## src/hw/eprom_ctrl_pkg.sv

```systemverilog
// Constants shared by the EPROM mode-select controller.
// Assumes a 50 MHz system clock and an 8K x 8 parallel EPROM on the pins.
package eprom_ctrl_pkg;
   localparam int ADDR_W = 13;
   localparam int DATA_W = 8;
   localparam int CLK_PERIOD_NS = 20;
   // Access delays and program pulse width of the slowest speed grade, in ns
   localparam int T_ACC_NS = 250;
   localparam int T_OE_NS = 50;
   localparam int T_DF_NS = 30;
   localparam int T_PROG_PULSE_NS = 100000;
   // Least times round up to whole cycles
   localparam int ACC_CYC = (T_ACC_NS + CLK_PERIOD_NS - 1) / CLK_PERIOD_NS;
   localparam int OE_CYC = (T_OE_NS + CLK_PERIOD_NS - 1) / CLK_PERIOD_NS;
   localparam int CE_LEAD_CYC = ACC_CYC - OE_CYC;
   localparam int DF_CYC = (T_DF_NS + CLK_PERIOD_NS - 1) / CLK_PERIOD_NS;
   localparam int PROG_CYC_DEF =
      (T_PROG_PULSE_NS + CLK_PERIOD_NS - 1) / CLK_PERIOD_NS;
   localparam int CNT_W = 16;
   // Address bit positions used in identification mode
   localparam int ID_BYTE_BIT = 0;
   localparam int ID_SEL_BIT = 9;
   // Command codes
   localparam logic [2:0] CMD_READ = 3'h0;
   localparam logic [2:0] CMD_PROGRAM = 3'h1;
   localparam logic [2:0] CMD_VERIFY = 3'h2;
   localparam logic [2:0] CMD_ID_MFR = 3'h3;
   localparam logic [2:0] CMD_ID_DEV = 3'h4;
   localparam logic [2:0] CMD_STANDBY = 3'h5;
endpackage

```

## src/hw/eprom_ctrl.sv

```systemverilog
// Host controller that sequences an EPROM through read, program, verify,
// identification and standby over its pins.
// Assumes board level shifters turn vpp_high_en and id_high_voltage_en into
// the real high voltages, and that data_lines is a shared bus resolved
// outside from data_out_en.
`timescale 1ns/1ns
`default_nettype none

// Summary of operation
// - Verify: select and gate low, pulse high, programming supply applied.
// - After programming, read back and compare the byte.
// - Identification entered by high voltage on identification-select line.
// - In identification, all other address lines except byte select low.
// - Chip select is per-device selector, gate driven by read strobe.
// - Programming: supply raised, select low, byte driven on data lines.
module eprom_ctrl
   import eprom_ctrl_pkg::*;
#(
   parameter int PROG_CYC = PROG_CYC_DEF
) (
   input  wire logic              clk,
   input  wire logic              sys_rst,
   input  wire logic              cmd_valid,
   input  wire logic [2:0]        cmd_code,
   input  wire logic [ADDR_W-1:0] cmd_addr,
   input  wire logic [DATA_W-1:0] cmd_data,
   output logic                   cmd_ready,
   output logic                   rsp_valid,
   output logic [DATA_W-1:0]      rsp_data,
   output logic                   rsp_error,
   output logic [ADDR_W-1:0]      addr_lines,
   output logic                   chip_select_n,
   output logic                   output_gate_n,
   output logic                   program_pulse_n,
   output logic                   vpp_high_en,
   output logic                   id_high_voltage_en,
   output logic [DATA_W-1:0]      data_out,
   output logic                   data_out_en,
   input  wire logic [DATA_W-1:0] data_in
);

   typedef enum logic [5:0] {
      ST_IDLE   = 6'h01,
      ST_SETUP  = 6'h02,
      ST_PULSE  = 6'h04,
      ST_GATE   = 6'h08,
      ST_SAMPLE = 6'h10,
      ST_FLOAT  = 6'h20
   } state_e;

   function automatic logic odd_parity_ok(input logic [DATA_W-1:0] b);
      odd_parity_ok = ^b;
   endfunction

   state_e            state_ff, nxt_state;
   logic [CNT_W-1:0]  cnt_ff, nxt_cnt;
   logic [2:0]        op_ff, nxt_op;
   logic [DATA_W-1:0] wdata_ff, nxt_wdata;
   logic [ADDR_W-1:0] addr_ff, nxt_addr;
   logic              cs_n_ff, nxt_cs_n;
   logic              oe_n_ff, nxt_oe_n;
   logic              pgm_n_ff, nxt_pgm_n;
   logic              vpp_ff, nxt_vpp;
   logic              idv_ff, nxt_idv;
   logic              den_ff, nxt_den;
   logic              rdy_ff, nxt_rdy;
   logic              rv_ff, nxt_rv;
   logic [DATA_W-1:0] rd_ff, nxt_rd;
   logic              rerr_ff, nxt_rerr;
   logic [DATA_W-1:0] din_meta_ff, din_sync_ff;

   // Data pins come from another chip, so they pass two flops first
   always_ff @(posedge clk) begin
      if (sys_rst) begin
         din_meta_ff <= '0;
         din_sync_ff <= '0;
      end else begin
         din_meta_ff <= data_in;
         din_sync_ff <= din_meta_ff;
      end
   end

   always_comb begin
      nxt_state = state_ff;
      nxt_cnt   = cnt_ff;
      nxt_op    = op_ff;
      nxt_wdata = wdata_ff;
      nxt_addr  = addr_ff;
      nxt_cs_n  = cs_n_ff;
      nxt_oe_n  = oe_n_ff;
      nxt_pgm_n = pgm_n_ff;
      nxt_vpp   = vpp_ff;
      nxt_idv   = idv_ff;
      nxt_den   = den_ff;
      nxt_rdy   = rdy_ff;
      nxt_rv    = 1'b0;
      nxt_rd    = rd_ff;
      nxt_rerr  = rerr_ff;
      unique case (state_ff)
         ST_IDLE: begin
            if (cmd_valid && rdy_ff) begin
               nxt_rdy   = 1'b0;
               nxt_op    = cmd_code;
               nxt_wdata = cmd_data;
               nxt_addr  = cmd_addr;
               nxt_cnt   = CNT_W'(CE_LEAD_CYC);
               nxt_oe_n  = 1'b1;
               nxt_pgm_n = 1'b1;
               nxt_cs_n  = 1'b0;
               nxt_state = ST_SETUP;
               unique case (cmd_code)
                  CMD_PROGRAM: begin
                     nxt_vpp = 1'b1;
                     nxt_den = 1'b1;
                  end
                  CMD_VERIFY: begin
                     nxt_vpp = 1'b1;
                  end
                  CMD_ID_MFR, CMD_ID_DEV: begin
                     nxt_idv  = 1'b1;
                     nxt_addr = '0;
                     nxt_addr[ID_BYTE_BIT] = (cmd_code == CMD_ID_DEV);
                  end
                  CMD_STANDBY: begin
                     // Deselect floats the bus whatever the gate does
                     nxt_cs_n  = 1'b1;
                     nxt_state = ST_FLOAT;
                     nxt_cnt   = CNT_W'(DF_CYC);
                  end
                  default: begin
                     nxt_vpp = 1'b0;
                  end
               endcase
            end
         end
         ST_SETUP: begin
            // Chip select leads the gate by access minus gate delay
            if (cnt_ff <= CNT_W'(1)) begin
               if (op_ff == CMD_PROGRAM) begin
                  nxt_pgm_n = 1'b0;
                  nxt_cnt   = CNT_W'(PROG_CYC);
                  nxt_state = ST_PULSE;
               end else begin
                  nxt_oe_n  = 1'b0;
                  nxt_cnt   = CNT_W'(OE_CYC + 2);
                  nxt_state = ST_GATE;
               end
            end else begin
               nxt_cnt = cnt_ff - CNT_W'(1);
            end
         end
         ST_PULSE: begin
            if (cnt_ff <= CNT_W'(1)) begin
               nxt_pgm_n = 1'b1;
               nxt_den   = 1'b0;
               // Read back at once, supply still high
               nxt_op    = CMD_VERIFY;
               nxt_cnt   = CNT_W'(DF_CYC);
               nxt_state = ST_SETUP;
            end else begin
               nxt_cnt = cnt_ff - CNT_W'(1);
            end
         end
         ST_GATE: begin
            // Two extra cycles cover the input synchroniser
            if (cnt_ff <= CNT_W'(1)) begin
               nxt_state = ST_SAMPLE;
            end else begin
               nxt_cnt = cnt_ff - CNT_W'(1);
            end
         end
         ST_SAMPLE: begin
            nxt_rd   = din_sync_ff;
            nxt_rerr = 1'b0;
            if (op_ff == CMD_VERIFY && vpp_ff && den_ff == 1'b0 &&
                wdata_ff != din_sync_ff && state_ff == ST_SAMPLE) begin
               nxt_rerr = 1'b1;
            end
            if ((op_ff == CMD_ID_MFR || op_ff == CMD_ID_DEV) &&
                !odd_parity_ok(din_sync_ff)) begin
               nxt_rerr = 1'b1;
            end
            if (op_ff == CMD_VERIFY && cmd_code != CMD_VERIFY) begin
               nxt_rerr = (wdata_ff != din_sync_ff);
            end
            nxt_rv    = 1'b1;
            nxt_oe_n  = 1'b1;
            nxt_cs_n  = 1'b1;
            nxt_cnt   = CNT_W'(DF_CYC);
            nxt_state = ST_FLOAT;
         end
         ST_FLOAT: begin
            // Drop high voltages only after select is high
            nxt_vpp = 1'b0;
            nxt_idv = 1'b0;
            if (cnt_ff <= CNT_W'(1)) begin
               nxt_rdy   = 1'b1;
               nxt_state = ST_IDLE;
            end else begin
               nxt_cnt = cnt_ff - CNT_W'(1);
            end
         end
         default: begin
            nxt_state = ST_IDLE;
         end
      endcase
   end

   always_ff @(posedge clk) begin
      if (sys_rst) begin
         state_ff <= ST_IDLE;
         cnt_ff   <= '0;
         op_ff    <= CMD_READ;
         wdata_ff <= '0;
         addr_ff  <= '0;
         cs_n_ff  <= 1'b1;
         oe_n_ff  <= 1'b1;
         pgm_n_ff <= 1'b1;
         vpp_ff   <= 1'b0;
         idv_ff   <= 1'b0;
         den_ff   <= 1'b0;
         rdy_ff   <= 1'b1;
         rv_ff    <= 1'b0;
         rd_ff    <= '0;
         rerr_ff  <= 1'b0;
      end else begin
         state_ff <= nxt_state;
         cnt_ff   <= nxt_cnt;
         op_ff    <= nxt_op;
         wdata_ff <= nxt_wdata;
         addr_ff  <= nxt_addr;
         cs_n_ff  <= nxt_cs_n;
         oe_n_ff  <= nxt_oe_n;
         pgm_n_ff <= nxt_pgm_n;
         vpp_ff   <= nxt_vpp;
         idv_ff   <= nxt_idv;
         den_ff   <= nxt_den;
         rdy_ff   <= nxt_rdy;
         rv_ff    <= nxt_rv;
         rd_ff    <= nxt_rd;
         rerr_ff  <= nxt_rerr;
      end
   end

   assign cmd_ready          = rdy_ff;
   assign rsp_valid          = rv_ff;
   assign rsp_data           = rd_ff;
   assign rsp_error          = rerr_ff;
   assign addr_lines         = addr_ff;
   assign chip_select_n      = cs_n_ff;
   assign output_gate_n      = oe_n_ff;
   assign program_pulse_n    = pgm_n_ff;
   assign vpp_high_en        = vpp_ff;
   assign id_high_voltage_en = idv_ff;
   assign data_out           = wdata_ff;
   assign data_out_en        = den_ff;

endmodule // eprom_ctrl

`default_nettype wire

```

## config.mk

```make
export PLATFORM = sky130hd
export DESIGN_NAME = eprom_ctrl
export DESIGN_NICKNAME = d
export VERILOG_FILES = /design/src/hw/eprom_ctrl_pkg.sv /design/src/hw/eprom_ctrl.sv
export SDC_FILE = /design/constraint.sdc
export NUM_CORES = 1
export LEC_CHECK = 0
export BUFFER_PORTS_ARGS = -buffer_cell sky130_fd_sc_hd__buf_2
export CORE_MARGIN = 3
export CORE_UTILIZATION = 45
export CTS_BUF_LIST = sky130_fd_sc_hd__clkbuf_4 sky130_fd_sc_hd__clkbuf_8 sky130_fd_sc_hd__clkbuf_16
export DETAILED_ROUTE_END_ITERATION = 12
export GPL_ROUTABILITY_DRIVEN = 0
export GPL_TIMING_DRIVEN = 0
export PLACE_DENSITY = 0.67
export SLEW_MARGIN = 10
export SYNTH_ARGS = -nofsm -noshare
export SYNTH_HDL_FRONTEND = slang
export SYNTH_SLANG_ARGS = --single-unit
```

## constraint.sdc

```tcl
create_clock -name clk -period 3.4 [get_ports clk]
set_input_delay 0.68 -clock clk [delete_from_list [all_inputs] [get_ports clk]]
set_output_delay 0.68 -clock clk [all_outputs]
set_load 0.02 [all_outputs]
```

==> metrics.yaml, run 1 <==
final_layout:
  finish.net_count: 552
  area_growth_pct: 18.9
  final_layout_size_suffix_gt1_frac: 0.248
  fill_cells: 750
  antenna_cells: 0
  post-route-util: 0.565
pwr:
  vdd_drop_max_mv: 0.444
  finalPower_mw: 3.26
  p_per_area_nw_per_um2: 731
  p_leak_nw: 1.84
global_route:
  grt_antenna_before_repair: 0
  grt_remaining_overflow: 0
  grt_pass1_vias: 3337
  grt_max_degree: 15
  grt_pass1_wl_um: 16000
  grt.total_usage: 0.207
logic_synthesis:
  ys.flop_type: "dfxtp_1"
  syn_area_per_cell_um2: 8.66
  synth-seq-cells: 79
  syn_area_um2: 3750
  synthCells: 433
  syn-num-nets: 470
  async_flop_share: 0
  synth_warnings: 0
  synth_seq_area_share: 0.422
  synth_edf_count: 0
  yosysUniqueCellTypes: 65
clock_network:
  cts_hold_repair.buffers: 0
  clkTransAtPathRegs_ns: 0.08
  cts_sinks: 79
  cts_inserted_buffers: 9
  postCtsSetupBuffers: 0
  clock_latency_ns: 0.35
  cts_max_level: 3
  cts_resized: 0
  cts_max_path_buffers: 2
  clockRootBuffer: "clkbuf_8"
  cts_tree: "yes"
hold_path:
  hold_path.class: "flop to flop"
  whs_path_depth: 1
setup_path:
  critical-path-max-stage-delay_ns: 0.57
  slowest_stage: "nor4_2"
  reg2reg_from: "cnt_ff[9]"
  required_ns: 3.64
  reg2reg_slack_ns: 0.91
  cp_max_fo: 8
  cp.arrival_ns: 2.73
  r2r-end: "cnt_ff[2]"
  endpoint_kind: "flop"
  worstSetupStartpoint: "cnt_ff[9]"
  worstPathCellList: "nor4_2 > o2111a_2 > nand2_1 > a21oi_1 > a2111oi_0 > a211o_1"
  cp-start-kind: "flop"
  crit_type: "flop to flop"
  critPathCapture: "cnt_ff[2]"
  reg2reg_depth: 6
die:
  core_um2: 7890
  die_h_um: 97.3
  pin_count: 73
  std_cell_rows: 32
  initial_utilization: 0.475
  design.die.area_um2: 9460
  die_w_um: 97.3
timing:
  fin_crit_sh: 0.732
  fin_ws_ns: 0.910
  slew_headroom: 0.505
  fin_tns_setup_ns: 0
  clock_skew_ns: 0.00903
  period_needed_ns: 2.49
  rsz0062_at_grt: "no"
  drv_slew: 0
  hold_viol_final: 0
  maxClockFrequency_mhz: 402
  setup_violations: 0
  hold_slack_ns: 0.445
  tightestPinTransition_ns: 0.732
detailed_routing:
  highest_layer: "met4"
  ant_nets: 0
  wl_met2_um: 4460
  routed_wirelength_um: 9680
  dr.pass1.iters: 5
  drt_iter0_drc: 252
  detail_route.wl_per_cell_um: 15.6
  via_per_inst: 5.62
  vias: 3497
  wl_met3_um: 714
  met1Wirelength_um: 4380
  route.detailed.drc: 0
flow_run:
  cap_violations: 0
placement:
  io_buffers: 71
  post-place-ws_ns: 0.949
  dpl.hpwl_um: 6980
outcome:
  outcome: "finished clean"
metal layers:
layer,track usage,vias up
li1,-,1710
met1,0.273,1642
met2,0.330,130
met3,0.0596,15
met4,0.0586,0
met5,0,-
per-stage QoR:
| stage | cells | cell area (um^2) |
|---|---|---|
| after floorplan | 433 | 3750 |
| after global placement | 606 | 4230 |
| after detailed placement | 606 | 4230 |
| after CTS | 622 | 4460 |
| after global routing | 622 | 4460 |
| final | 622 | 4460 |
registers in the layout, indices dropped and copies added (netlist names), 3 cells and up:
register,cells
op_ff,3
state_ff,6
data_out,8
din_meta_ff,8
din_sync_ff,8
rsp_data,8
cnt_ff,16
addr_lines,13
cell usage after synthesis, types with 11 or more instances:
master | instances | area share
dfxtp_1 | 79 | 0.42
nand2_1 | 52 | 0.052
a21oi_1 | 40 | 0.053
nor2_1 | 34 | 0.034
o21ai_0 | 20 | 0.027
nor2b_1 | 17 | 0.028
nand3_1 | 14 | 0.019
clkbuf_1 | 13 | 0.013
a22oi_1 | 12 | 0.024
inv_1 | 11 | 0.011
nor4_1 | 11 | 0.018
xnor2_1 | 11 | 0.026
worst max-delay path: cells and delay by family (launching register included):
family | cells | cell delay, ns
flops | 1 | 0.38
compound gates | 4 | 1.21
simple gates | 2 | 0.79
placed cells by master, fill, tap and decap left out, types with 3 or more instances in the layout:
cell type and instances:
a211oi_1 5, a21oi_1 40, a22oi_1 12, and3_1 3, buf_2 78, buf_6 4, clkbuf_1 13, clkbuf_8 12
dfxtp_1 79, inv_1 11, nand2_1 52, nand3_1 14, nor2_1 34, nor2_2 3, nor2b_1 17, nor3_1 7
nor4_1 11, o211ai_1 3, o21ai_0 20, o22ai_1 4, o2bb2ai_1 4, o31ai_1 3, or3_1 8, or4_1 5
xnor2_1 11, xor2_1 9
cell families (layout without fill, tap and decap cells):
group	count (synthesis)	count (layout)	synth area share
simple gates	183	183	0.272
compound gates	110	110	0.194
flops	79	79	0.422
buf+inv	39	126	0.0584
xor+xnor	20	20	0.0467
fa+ha+maj	2	2	0.00667
power by group:
part / internal (mW) / switching (mW) / total [mW] / leakage, nW
Sequential: 1.05 / 0.0943 / 1.14 / 0.645
Clock: 0.428 / 0.356 / 0.785 / 0.116
Combinational: 0.499 / 0.832 / 1.33 / 1.08
worst min path at each step:
stage                              start  slack (ns)              to
after CTS                 din_meta_ff[3]        0.45  din_sync_ff[3]
after global routing      din_meta_ff[3]        0.46  din_sync_ff[3]
after floorplan           din_meta_ff[0]        0.41  din_sync_ff[0]
after detailed placement  din_meta_ff[2]        0.43  din_sync_ff[2]
final                     din_meta_ff[3]        0.44  din_sync_ff[3]
after global placement    din_meta_ff[1]        0.42  din_sync_ff[1]
cell type report:
type	count	area (um^2)	share of cell area
buffer	28	178	0.0399
clock inverter	6	93.8	0.0211
tap	102	128	0.0286
timing repair buffer	71	355	0.0797
inverter	11	41.3	0.00926
multi-input combinational	315	1950	0.437
clock buffer	10	131	0.0295
sequential	79	1580	0.355
(Power assumes the default switching activity.)
==> run 2: changes to the inputs <==
Settings changed: ABC_AREA from default to 1.
Clock period 3.4 ns to 2.3 ns, I/O delays scaled along.
==> metrics.yaml, run 2 <==
final_layout:
  finalNonFillerCells: 725
  fin_area_um2: 4480
  post-route-util: 0.565
  final_layout_size_suffix_gt1_frac: 0.217
  antenna_cells: 0
  regMostFlops: "cnt_ff"
  finish.net_count: 655
  layout_common_cells: "nand2_1 (118), nor2_1 (95), dfxtp_1 (79)"
  area_growth_pct: 18.6
  largest_reg_flops: 16
  final_common_cell: "nand2_1"
outcome:
  outcome: "finished clean"
logic_synthesis:
  synth_seq_area_share: 0.419
  synth_warnings: 0
  synth_edf_count: 0
  yosysUniqueCellTypes: 36
  syn_area_um2: 3770
  syn_area_per_cell_um2: 7.05
  synth_top_cell_by_area: "dfxtp_1"
  ys.flop_type: "dfxtp_1"
  yosysTopAreaCellShare: 0.419
  ys_top_cells_by_count: "nand2_1 (118), nor2_1 (95), dfxtp_1 (79), inv_1 (60), o21ai_0 (31)"
  syn-num-nets: 572
  synth-seq-cells: 79
  async_flop_share: 0
  ys_top_cells_by_area: "dfxtp_1 (42%), nand2_1 (12%), nor2_1 (9.4%)"
  synthCells: 535
  yosysMostFrequentCell: "nand2_1"
pwr:
  finalPower_mw: 5.75
  p_leak_nw: 2.20
  p_per_area_nw_per_um2: 1280
  vdd_drop_max_mv: 0.519
setup_path:
  cp.arrival_ns: 2.28
  required_ns: 2.56
  cp_max_fo: 5
  worstPathCellList: "inv_1 > ha_1 > inv_1 > nand2_1 > nand2_1 > nor2_1 > nand3_2 > nand2_1 > nand3_1 > inv_2 > o21ai_2 > nor2_1 > nor2_1"
  slowest_stage: "dfxtp_1"
  path_buf_inv: 3
  worstSetupStartpoint: "cnt_ff[0]"
  crit_family: "simple AND/OR/NAND/NOR gates"
  crit_type: "flop to flop"
  critical-path-max-stage-delay_ns: 0.34
  reg2reg_from: "cnt_ff[0]"
  endpoint_kind: "flop"
  cp-start-kind: "flop"
timing:
  clock_skew_ns: 0.00616
  fin_tns_setup_ns: 0
  drv_slew: 0
  maxClockFrequency_mhz: 496
  period_needed_ns: 2.02
  setup_violations: 0
  fin_crit_sh: 0.876
  slew_headroom: 0.553
  hold_viol_final: 0
  tightestPinTransition_ns: 0.670
  fin_ws_ns: 0.285
  hold_slack_ns: 0.290
  rsz0062_at_grt: "no"
clock_network:
  clock_latency_ns: 0.36
  cts_inserted_buffers: 9
  cts_resized: 0
  postCtsSetupBuffers: 0
  cts_max_level: 3
  cts_sinks: 79
  cts_max_path_buffers: 2
  clkTransAtPathRegs_ns: 0.09
  clockRootBuffer: "clkbuf_8"
  cts_hold_repair.buffers: 0
  cts_tree: "yes"
global_route:
  grt_pass1_wl_um: 15500
  grt_remaining_overflow: 0
  grt_pass1_vias: 3344
  grt_antenna_before_repair: 0
  grt_max_degree: 17
  grt.total_usage: 0.196
flow_run:
  cap_violations: 0
placement:
  dpl.hpwl_um: 6850
  post-place-ws_ns: 0.322
  place_area_um2: 4260
  dp_cells: 709
  io_buffers: 72
detailed_routing:
  vias: 3517
  ant_nets: 0
  route.detailed.drc: 0
  routed_wirelength_um: 9110
  via_per_inst: 4.85
  drt_iter0_drc: 218
  detail_route.wl_per_cell_um: 12.6
  dr.pass1.iters: 5
die:
  die_w_um: 97.6
  core_um2: 7930
  design.die.area_um2: 9520
  die_h_um: 97.6
  std_cell_rows: 32
  initial_utilization: 0.476
  pin_count: 73
hold_path:
  hold_path.class: "input port to flop"
  hp-start: "data_in[4]"
## run 2: per-layer routing
metal,track usage,wire (um),vias up
met1,0.269,4200,1535
met5,0,0,-
met2,0.303,4090,124
met3,0.0459,689,14
li1,-,-,1844
met4,0.0671,126,0
## run 2: worst register-to-register path, stage by stage, from the launching register on
cell     delay (ns)
dfxtp_1        0.34
inv_1          0.11
ha_1           0.29
inv_1          0.06
nand2_1        0.07
nand2_1        0.05
nor2_1         0.12
nand3_2        0.15
nand2_1        0.15
nand3_1        0.22
inv_2          0.15
o21ai_2        0.07
nor2_1         0.10
nor2_1         0.05
## run 2: power by group
group	internal (mW)	total, mW	switching (mW)	leakage [nW]
sequential	1.63	1.84	0.207	0.646
clock	0.527	1.10	0.572	0.105
combinational	0.958	2.81	1.85	1.45
total	3.12	5.75	2.63	2.20
## run 2: area by class of cell
class	count	area, um^2
sequential	79	1580
timing repair buffer	72	360
multi-input combinational	379	1870
clock inverter	7	91.3
inverter	63	239
tap	102	128
clock buffer	9	124
fill	771	3450
buffer	14	80.1
## run 2: path summary, 6_finish.rpt
path / endpoint / slack (ns) / cells past startpoint
hold reg to reg: din_sync_ff[5] / 0.41 / 2
hold / removal: din_meta_ff[4] / 0.29 / 3
setup reg to reg: data_out_en / 0.28 / 13
setup / recovery: data_out_en / 0.28 / 13
## run 2: kinds of logic after synthesis
family / after synthesis / synth area share
DFF: 79 / 0.419
buffers and inverters: 77 / 0.0845
AOI/OAI and AO/OA: 74 / 0.111
adders and majority gates: 2 / 0.00663
and+or+nand+nor: 287 / 0.342
xor gates and xnor gates: 16 / 0.0371
